<file path="src/logic/ups_defines.vh">
// Shared constants for the ULPI PHY-side bus controller
`ifndef UPS_DEFINES_VH
`define UPS_DEFINES_VH

////////////////////////////////////////////////////////////////////////////
// Clock generation
`define UPS_SYS_MHZ 200
`define UPS_ICLK_MHZ 60
// Phase accumulator: add twice the interface rate, wrap at the system rate
`define UPS_ACC_STEP 9'h078
`define UPS_ACC_WRAP 9'h0c8

////////////////////////////////////////////////////////////////////////////
// Start-up: interface clock cycles before the bus is released
`define UPS_STABLE_TICKS 6'h20

////////////////////////////////////////////////////////////////////////////
// Bus values
`define UPS_DATA_IDLE 8'h00

////////////////////////////////////////////////////////////////////////////
// Mode select bits and mode codes
`define UPS_SEL_LOWPWR 3'h1
`define UPS_SEL_SER6 3'h2
`define UPS_SEL_SER3 3'h4
`define UPS_MODE_SYNC 2'h0
`define UPS_MODE_LOWPWR 2'h1
`define UPS_MODE_SER6 2'h2
`define UPS_MODE_SER3 2'h3

////////////////////////////////////////////////////////////////////////////
// Data pins driven by the device in each mode
`define UPS_MASK_SYNC 8'hff
`define UPS_MASK_LOWPWR 8'hff
`define UPS_MASK_SER6 8'hf8
`define UPS_MASK_SER3 8'hf8

`endif

</file>
<file path="src/logic/ups_bus_ctrl.v">
// ULPI PHY-side bus controller: ownership, throttling and modes
//
// What this block does
// - Enter synchronous mode once clock is stable
// - Provide 60 MHz clock; may stop it
// - Ignore data for one turnaround cycle
// - Direction low by default, high to send
// - Direction and next high carry USB data
// - Next low sends RXCMD or read data
// - Direction held high in low-power, serial modes
// - Alternate modes give data fixed directions
// - Stop while device drives releases direction
// - Stop held high wakes to synchronous mode
// - Next with direction low requests next byte
// - Next with direction high marks valid byte
// - Next unused in low-power and serial modes
// - Carry chirp, packets, registers and RXCMDs
// - Stop abort drops direction next cycle
`timescale 1ns/100ps
`include "ups_defines.vh"
module ups_bus_ctrl (
    // Clock and reset
    input wire clock_in,
    input wire rst_in,
    // ULPI pins
    output reg ulpi_clk_out,
    output reg dir_out,
    output reg nxt_out,
    input wire stp_in,
    input wire [7:0] data_in,
    output reg [7:0] data_out,
    output reg [7:0] data_oe_out,
    // Mode control from the register side
    input wire [2:0] mode_sel_in,
    input wire clk_suspend_in,
    output reg wake_out,
    output wire [1:0] mode_out,
    output wire sync_mode_out,
    // Alternate-mode pin meanings
    input wire [7:0] alt_out_in,
    output reg [7:0] alt_in_out,
    // Bytes sent by the link
    input wire tx_ready_in,
    output reg [7:0] tx_byte_out,
    output reg tx_cmd_out,
    output reg tx_valid_out,
    output reg tx_end_out,
    // Received USB data for the link
    input wire rx_active_in,
    input wire rx_valid_in,
    input wire [7:0] rx_data_in,
    output wire rx_ready_out,
    output reg rx_abort_out,
    // Status updates and register read data
    input wire rxcmd_req_in,
    input wire [7:0] rxcmd_in,
    output reg rxcmd_ack_out,
    input wire regrd_req_in,
    input wire [7:0] regrd_data_in,
    output reg regrd_ack_out
);

    localparam ST_POWERUP = 3'h0;
    localparam ST_IDLE = 3'h1;
    localparam ST_LINK_TX = 3'h2;
    localparam ST_TURN_UP = 3'h3;
    localparam ST_SEND = 3'h4;
    localparam ST_ALT = 3'h5;

    ////////////////////////////////////////////////////////////////////////
    // Interface clock and tick

    reg [8:0] acc;
    reg clk_lvl;
    reg clk_stop;
    wire [8:0] acc_sum;
    wire wrap;
    wire tick;

    assign acc_sum = acc + `UPS_ACC_STEP;
    assign wrap = (acc_sum >= `UPS_ACC_WRAP);
    // One tick per rising edge of the interface clock
    assign tick = wrap & ~clk_lvl;

    reg [2:0] state;

    // Clock is gated only while low, so no runt pulse reaches the link
    always @(posedge clock_in or posedge rst_in) begin
        if (rst_in) begin
            acc <= 9'h000;
            clk_lvl <= 1'b0;
            clk_stop <= 1'b0;
            ulpi_clk_out <= 1'b0;
        end else begin
            if (wrap) begin
                acc <= acc_sum - `UPS_ACC_WRAP;
                clk_lvl <= ~clk_lvl;
            end else begin
                acc <= acc_sum;
            end
            if (~clk_lvl) begin
                clk_stop <= (state == ST_ALT) & clk_suspend_in;
            end
            ulpi_clk_out <= (wrap ? ~clk_lvl : clk_lvl) & ~clk_stop;
        end
    end

    ////////////////////////////////////////////////////////////////////////
    // Link pins into this domain

    wire [8:0] link_pins;
    wire link_stp;
    wire [7:0] link_data;

    ups_sync2 u_sync (
        .clock_in(clock_in),
        .rst_in(rst_in),
        .pin_in({stp_in, data_in}),
        .sync_out(link_pins)
    );

    assign link_stp = link_pins[8];
    assign link_data = link_pins[7:0];

    ////////////////////////////////////////////////////////////////////////
    // Receive buffer

    wire buf_valid;
    wire [7:0] buf_data;
    reg pop;

    ups_rx_buf u_buf (
        .clock_in(clock_in),
        .rst_in(rst_in),
        .in_valid_in(rx_valid_in),
        .in_data_in(rx_data_in),
        .in_ready_out(rx_ready_out),
        .out_valid_out(buf_valid),
        .out_data_out(buf_data),
        .out_ready_in(pop & tick)
    );

    ////////////////////////////////////////////////////////////////////////
    // Bus state

    reg [5:0] cnt;
    reg prev_dir;
    reg first;
    reg mode_hold;
    reg [1:0] alt_mode;
    reg [7:0] alt_mask;
    wire turn;
    wire rx_pending;
    reg mode_ok;
    reg [1:0] sel_mode;

    reg [2:0] next_state;
    reg next_dir;
    reg next_nxt;
    reg [7:0] next_data;
    reg [7:0] next_mask;
    reg [5:0] next_cnt;
    reg next_first;
    reg [1:0] next_mode;
    reg next_hold;
    reg [7:0] next_tx_byte;
    reg next_tx_cmd;
    reg next_tx_valid;
    reg next_tx_end;
    reg next_abort;
    reg next_rxcmd_ack;
    reg next_regrd_ack;
    reg next_wake;

    // Bus contents are meaningless in the cycle after a direction change
    assign turn = dir_out ^ prev_dir;
    assign rx_pending = rx_active_in | buf_valid | rxcmd_req_in
        | regrd_req_in;
    assign mode_out = (state == ST_ALT) ? alt_mode : `UPS_MODE_SYNC;
    assign sync_mode_out = (state != ST_ALT) & (state != ST_POWERUP);

    // Only a single selected mode is honoured
    always @* begin
        mode_ok = 1'b1;
        sel_mode = `UPS_MODE_SYNC;
        case (mode_sel_in)
            `UPS_SEL_LOWPWR: sel_mode = `UPS_MODE_LOWPWR;
            `UPS_SEL_SER6: sel_mode = `UPS_MODE_SER6;
            `UPS_SEL_SER3: sel_mode = `UPS_MODE_SER3;
            default: mode_ok = 1'b0;
        endcase
    end

    // Pins the device drives in each alternate mode
    always @* begin
        case (alt_mode)
            `UPS_MODE_LOWPWR: alt_mask = `UPS_MASK_LOWPWR;
            `UPS_MODE_SER6: alt_mask = `UPS_MASK_SER6;
            `UPS_MODE_SER3: alt_mask = `UPS_MASK_SER3;
            default: alt_mask = `UPS_MASK_SYNC;
        endcase
    end

    ////////////////////////////////////////////////////////////////////////
    // Next-state logic, evaluated for each interface clock cycle

    always @* begin
        next_state = state;
        next_dir = dir_out;
        next_nxt = 1'b0;
        next_data = data_out;
        next_mask = `UPS_MASK_SYNC;
        next_cnt = cnt;
        next_first = first;
        next_mode = alt_mode;
        next_hold = mode_hold & (mode_sel_in != 3'h0);
        next_tx_byte = tx_byte_out;
        next_tx_cmd = 1'b0;
        next_tx_valid = 1'b0;
        next_tx_end = 1'b0;
        next_abort = 1'b0;
        next_rxcmd_ack = 1'b0;
        next_regrd_ack = 1'b0;
        next_wake = 1'b0;
        pop = 1'b0;
        case (state)
            ST_POWERUP: begin
                // Bus blocked until the interface clock has settled
                next_dir = 1'b1;
                next_data = `UPS_DATA_IDLE;
                if (cnt == `UPS_STABLE_TICKS) begin
                    next_dir = 1'b0;
                    next_state = ST_IDLE;
                end else begin
                    next_cnt = cnt + 6'h01;
                end
            end
            ST_IDLE: begin
                next_dir = 1'b0;
                if (mode_ok & ~mode_hold) begin
                    next_dir = 1'b1;
                    next_mode = sel_mode;
                    next_state = ST_ALT;
                end else if (rx_pending) begin
                    next_dir = 1'b1;
                    next_state = ST_TURN_UP;
                end else if (~turn && link_data != `UPS_DATA_IDLE) begin
                    // Nonzero byte opens a link transfer
                    next_nxt = tx_ready_in;
                    next_first = 1'b1;
                    next_state = ST_LINK_TX;
                end
            end
            ST_LINK_TX: begin
                next_dir = 1'b0;
                if (link_stp) begin
                    next_tx_end = 1'b1;
                    next_state = ST_IDLE;
                end else begin
                    if (nxt_out) begin
                        // Byte on the bus while next was high is taken
                        next_tx_byte = link_data;
                        next_tx_valid = 1'b1;
                        next_tx_cmd = first;
                        next_first = 1'b0;
                    end
                    next_nxt = tx_ready_in;
                end
            end
            ST_TURN_UP: begin
                next_dir = 1'b1;
                next_data = rxcmd_in;
                if (link_stp) begin
                    next_dir = 1'b0;
                    next_abort = rx_active_in;
                    next_state = ST_IDLE;
                end else begin
                    next_state = ST_SEND;
                end
            end
            ST_SEND: begin
                next_dir = 1'b1;
                if (link_stp) begin
                    next_dir = 1'b0;
                    next_abort = rx_active_in | buf_valid;
                    next_state = ST_IDLE;
                end else if (buf_valid) begin
                    next_data = buf_data;
                    next_nxt = 1'b1;
                    pop = 1'b1;
                end else if (regrd_req_in) begin
                    // Read data takes the place of the status byte
                    next_data = regrd_data_in;
                    next_regrd_ack = 1'b1;
                end else if (rxcmd_req_in) begin
                    next_data = rxcmd_in;
                    next_rxcmd_ack = 1'b1;
                end else if (rx_active_in) begin
                    next_data = rxcmd_in;
                end else begin
                    next_dir = 1'b0;
                    next_state = ST_IDLE;
                end
            end
            ST_ALT: begin
                next_dir = 1'b1;
                next_nxt = 1'b0;
                next_mask = alt_mask;
                next_data = alt_out_in & alt_mask;
                if (link_stp) begin
                    // Wake: return to synchronous mode
                    next_wake = 1'b1;
                    next_hold = 1'b1;
                    next_dir = 1'b0;
                    next_mask = `UPS_MASK_SYNC;
                    next_state = ST_IDLE;
                end
            end
            default: begin
                next_state = ST_IDLE;
                next_dir = 1'b0;
            end
        endcase
    end

    ////////////////////////////////////////////////////////////////////////
    // Registers, advanced once per interface clock cycle

    always @(posedge clock_in or posedge rst_in) begin
        if (rst_in) begin
            state <= ST_POWERUP;
            dir_out <= 1'b1;
            prev_dir <= 1'b1;
            nxt_out <= 1'b0;
            data_out <= `UPS_DATA_IDLE;
            data_oe_out <= 8'h00;
            cnt <= 6'h00;
            first <= 1'b0;
            alt_mode <= `UPS_MODE_SYNC;
            mode_hold <= 1'b0;
            alt_in_out <= 8'h00;
            tx_byte_out <= 8'h00;
        end else if (tick) begin
            state <= next_state;
            prev_dir <= dir_out;
            dir_out <= next_dir;
            nxt_out <= next_nxt;
            data_out <= next_data;
            // Drivers on only when direction was already high
            data_oe_out <= (next_dir & dir_out) ? next_mask : 8'h00;
            cnt <= next_cnt;
            first <= next_first;
            alt_mode <= next_mode;
            mode_hold <= next_hold;
            tx_byte_out <= next_tx_byte;
            if (state == ST_ALT) begin
                alt_in_out <= link_data & ~alt_mask;
            end
        end
    end

    // Event strobes last one system clock cycle
    always @(posedge clock_in or posedge rst_in) begin
        if (rst_in) begin
            tx_cmd_out <= 1'b0;
            tx_valid_out <= 1'b0;
            tx_end_out <= 1'b0;
            rx_abort_out <= 1'b0;
            rxcmd_ack_out <= 1'b0;
            regrd_ack_out <= 1'b0;
            wake_out <= 1'b0;
        end else begin
            tx_cmd_out <= tick & next_tx_cmd;
            tx_valid_out <= tick & next_tx_valid;
            tx_end_out <= tick & next_tx_end;
            rx_abort_out <= tick & next_abort;
            rxcmd_ack_out <= tick & next_rxcmd_ack;
            regrd_ack_out <= tick & next_regrd_ack;
            wake_out <= tick & next_wake;
        end
    end

endmodule // ups_bus_ctrl

</file>
<file path="src/logic/ups_rx_buf.v">
// Two-entry receive buffer with valid and ready on both sides
`timescale 1ns/100ps
module ups_rx_buf (
    // Clock and reset
    input wire clock_in,
    input wire rst_in,
    // Filling side
    input wire in_valid_in,
    input wire [7:0] in_data_in,
    output wire in_ready_out,
    // Draining side
    output wire out_valid_out,
    output wire [7:0] out_data_out,
    input wire out_ready_in
);
    reg [7:0] slot0;
    reg [7:0] slot1;
    reg [1:0] count;
    wire push;
    wire pop;

    assign in_ready_out = (count != 2'h2);
    assign out_valid_out = (count != 2'h0);
    assign out_data_out = slot0;
    assign push = in_valid_in & in_ready_out;
    assign pop = out_valid_out & out_ready_in;

    always @(posedge clock_in or posedge rst_in) begin
        if (rst_in) begin
            slot0 <= 8'h00;
            slot1 <= 8'h00;
            count <= 2'h0;
        end else begin
            case ({push, pop})
                2'b10: begin
                    if (count == 2'h0) begin
                        slot0 <= in_data_in;
                    end else begin
                        slot1 <= in_data_in;
                    end
                    count <= count + 2'h1;
                end
                2'b01: begin
                    slot0 <= slot1;
                    count <= count - 2'h1;
                end
                2'b11: begin
                    if (count == 2'h1) begin
                        slot0 <= in_data_in;
                    end else begin
                        slot0 <= slot1;
                        slot1 <= in_data_in;
                    end
                end
                default: begin
                    count <= count;
                end
            endcase
        end
    end
endmodule // ups_rx_buf

</file>
<file path="src/logic/ups_sync2.v">
// Two-stage synchroniser for the link-driven pins
`timescale 1ns/100ps
module ups_sync2 (
    // Clock and reset
    input wire clock_in,
    input wire rst_in,
    // Pins and their synchronised copy
    input wire [8:0] pin_in,
    output reg [8:0] sync_out
);
    reg [8:0] stage;

    always @(posedge clock_in or posedge rst_in) begin
        if (rst_in) begin
            stage <= 9'h000;
            sync_out <= 9'h000;
        end else begin
            stage <= pin_in;
            sync_out <= stage;
        end
    end
endmodule // ups_sync2

</file>
<file path="config.mk">
export PLATFORM = sky130hd
export DESIGN_NAME = ups_bus_ctrl
export DESIGN_NICKNAME = d
export VERILOG_FILES = /design/src/logic/ups_bus_ctrl.v /design/src/logic/ups_rx_buf.v /design/src/logic/ups_sync2.v
export VERILOG_INCLUDE_DIRS = /design/src /design/src/logic
export SDC_FILE = /design/constraint.sdc
export NUM_CORES = 1
export LEC_CHECK = 0
export ABC_AREA = 1
export BUFFER_PORTS_ARGS = -buffer_cell sky130_fd_sc_hd__buf_2
export CORE_MARGIN = 5
export CORE_UTILIZATION = 34
export DETAILED_ROUTE_END_ITERATION = 6
export PLACE_DENSITY = 0.61
export REMOVE_ABC_BUFFERS = 1
export SETUP_SLACK_MARGIN = 0.05
export SLEW_MARGIN = 15
export SYNTH_ARGS = -nofsm -noshare
export SYNTH_HDL_FRONTEND = slang
export SYNTH_SLANG_ARGS = --single-unit
</file>
<file path="constraint.sdc">
create_clock -name clock_in -period 8.8 [get_ports clock_in]
set_clock_uncertainty 0.1 [all_clocks]
set_input_delay 0.88 -clock clock_in [delete_from_list [all_inputs] [get_ports clock_in]]
set_output_delay 0.88 -clock clock_in [all_outputs]
set_load 0.05 [all_outputs]
</file>
==> impl_results.md <==
* Die area at ~15,000 sq um
* Fin crit period at 4150 ps
* Area share of xor/xnor cells in the synthesized design at 1.81%
* Hold_buf cts at 0
* Share of layout cells above drive strength 1 at roughly a fifth
* Antenna violations before repair at 0
* Post-synthesis sequential area ratio at 51.1%
* Max Clk Rate at 241 MHz
* Predominant post-synthesis flop cell: dfrtp_1
* Global placement routability congestion at 0.850
* Final Cell Area at 5310 sq um
* First-pass DRT Iterations at 5
* Gate power share at approximately a third
* Final setup fails at 0
* Die width at 123 microns
* Diode count at 0
* CP startpoint kind: flip-flop
* Fin. Hold Viols at 0
* Slowest stage delay, CP at 780 ps
* DR vias at 3,754
* CTS root buffer: clkbuf_16
* Post-CTS Repair Setup Buffers at 0
* Crit path capture type: flip-flop
* Critical path, cell by cell: inv_1 > ha_1 > nand2_1 > o21ai_0 > nand2_1 > inv_1 > nand3_1 > nand2_2 > ha_1 > inv_1 > nor2_1 > nand2_2 > ha_1 > o211ai_1 > o21ai_0
* Avg Inst Size Synth at 8.04 sq um
* FFs w/ async S/R, synth at between 90% and 100%
* WL/cell at approximately 13 microns
* Filler cell count at 1,338
* Vias per cell at 4.63
* Number of DRC markers in iteration 0 at 259
* Num CTS Buffers at 9
* Max Cap Violations at 0
* Layout Nets at 698
* First-pass GRT wire length at 17,100 microns
* Clock tree buffer depth at 2
* Post-Route WL at ~10,000 microns
* Most common cell after layout, fill and taps aside: nand2_1
* Largest net degree at the start of global routing at 48
* FP Rows at 41
* Core area at between 10,000 and 15,000 sq um
* CP arrival at 4230 ps
* Mapped Cells at roughly 540
* Synth Area in Simple Gates at 27.2%
* Adder-cell area share of the yosys netlist at 3.44%
* Slowest CP cell: o211ai_1
* Total power at 1.59 mW
* Gates resized, CTS repair at 0
* Fin crit share at a little under half
* Placed inst area at just under 5000 sq um
* Reg clk slew, reported paths at 60 ps
* TritonCTS clock tree: done
* Antenna Violating Nets Remaining at 0
* Layout area overhead at 21.7%
* TritonCTS Sinks at 89
* Clock power frac at 28.3%
* Sw Ratio at 40.3%
* Largest family of logic cells by synthesized area: simple AND/OR/NAND/NOR gates
* VDD IR max at about 0.13 mV
* Initial Util at 34.6%
* All-Layer GR Usage at 14.5%
* Hold Path Class: reg -> reg
* Crit path max-delay family: compound AO/OA/AOI/OAI gates
* Setup Crit Path Kind: reg -> reg
* RSZ-0062 raised after global routing: no
* Flops & latches, synth at 89
* Worst Path Max Fanout at 16
* Post-synth EDFFs at 0
* Mux share of post-synthesis cell area at 0%
* Synth Warn # at 0
* Pins Over Slew Limit at 0
* Mapped cell area at 4370 sq um
* Die Ht at ~120 microns
* Relative slew slack at 34.5%
* Buffers & Inverters on Critical Path at 3
* Worst Path Required at 8880 ps
* Ports at 98
* H-tree depth at 3
* Detailed placement HPWL at approximately 8000 microns
* Setup_tns at 0 ps
* Most frequent cells in the layout: nand2_1, buf_2, dfrtp_1
* Pleak at 2.93 nW
* Transition time of the tightest slew-check pin at 979 ps
* Total gr overflow at 0
* Psw at 639 uW
* Count of cell types in the netlist at 31
* Number of global-route vias before repair at about 3,600
* Worst skew pair latency at approximately 350 ps
* Post-synthesis compound-gate area fraction at 8.40%
* Port buffer count at 92
* Outcome: complete, no violations
* Sequential share of power at 36.8%
* Internal power at 947 uW
* Power Density at about 300 nW/um^2
* DRC errors left at 0
[power groups by stage]
stage               Combinational (mW)  Sequential [mW]  Clock (mW)
floorplan                        0.258            0.739           0
global placement                 0.547            0.585           0
detailed placement               0.556            0.589           0
CTS                              0.558            0.583       0.459
global route                     0.612            0.595       0.479
finish                           0.555            0.583       0.448
[Yosys cell counts (3+ instances only)]
library cell	n	area share, %
o21ai_0	35	4.0
nand3_1	39	4.5
nand2_1	196	17
inv_1	56	4.8
inv_2	6	0.52
ha_1	12	3.4
nand4_1	5	0.72
a21oi_1	16	1.8
nand2_2	3	0.43
dfrtp_1	87	50
clkbuf_1	3	0.26
buf_2	3	0.34
nor2_1	31	2.7
o211ai_1	9	1.5
nor3_1	5	0.57
xnor2_1	5	1.0
xor2_1	4	0.80
buf_4	12	2.1
[registers in the layout, indices dropped and copies added (netlist names), 2 cells and up]
signal              flops
u_buf.slot1             8
cnt                     6
u_buf.count             2
alt_mode                2
u_sync.sync_out         9
u_buf.out_data_out      8
alt_in_out              3
acc                     6
u_sync.stage            9
data_oe_out             2
state                   3
data_out                8
tx_byte_out             8
[worst reg2reg max path, delay by kind of cell, from the launching register on]
kind                       cells  cell delay (ps)
AOI/OAI and AO/OA              3             1140
adders and majority gates      3              890
and+or+nand+nor                6              890
buffers and inverters          3              550
DFF                            1              430
[stage by stage]
step	instances	worst slack (ps)	hold WS [ps]	utilization [%]
6_report	811	4650	248	42.1
5_1_grt	811	3990	258	42.1
4_1_cts	811	4640	250	42.1
3_5_place_dp	795	4660	236	39.3
3_3_place_gp	795	4890	237	39.3
2_1_floorplan	529	5430	231	-
[area by class of cell]
cell class / instances / area, sq um / area share [%]
well taps: 172 / 215 / 4.05
clock inverters: 4 / 98.8 / 1.86
clock buffers: 12 / 256 / 4.83
multi-input cells: 378 / 1800 / 33.9
inverters: 62 / 234 / 4.41
flip-flops and latches: 89 / 2230 / 42.0
repair buffers: 94 / 475 / 8.95
[final timing paths]
path,from,to,slack [ps],cells after the start
min in group asynchronous,rst_in,u_sync.stage[6]$_DFF_PP0_,540,2
hold reg to reg,u_sync.stage[0]$_DFF_PP0_,u_sync.sync_out[0]$_DFF_PP0_,250,0
hold / removal,u_sync.stage[0]$_DFF_PP0_,u_sync.sync_out[0]$_DFF_PP0_,250,0
setup / recovery,acc[3]$_DFFE_PP0P_,u_buf.slot1[5]$_DFFE_PP0P_,4650,15
max in group asynchronous,rst_in,clk_stop$_DFFE_PP0N_,7020,3
setup reg to reg,acc[3]$_DFFE_PP0P_,u_buf.slot1[5]$_DFFE_PP0P_,4650,15
[cell families after synthesis]
logic type	after synthesis
flip-flops	89
AND/OR/NAND/NOR	287
buffers and inverters	80
other	1
XOR/XNOR	9
AO/OA/AOI/OAI	65
adder cells (fa/ha/maj)	12
[metal layers]
metal	up-vias	routed length (microns)	global-route usage, %
met5	-	0	0
li1	1883	-	-
met3	18	576	3.52
met2	115	4860	22.5
met1	1738	4850	19.6
met4	0	177	5.19
(Power assumes the default switching activity.)
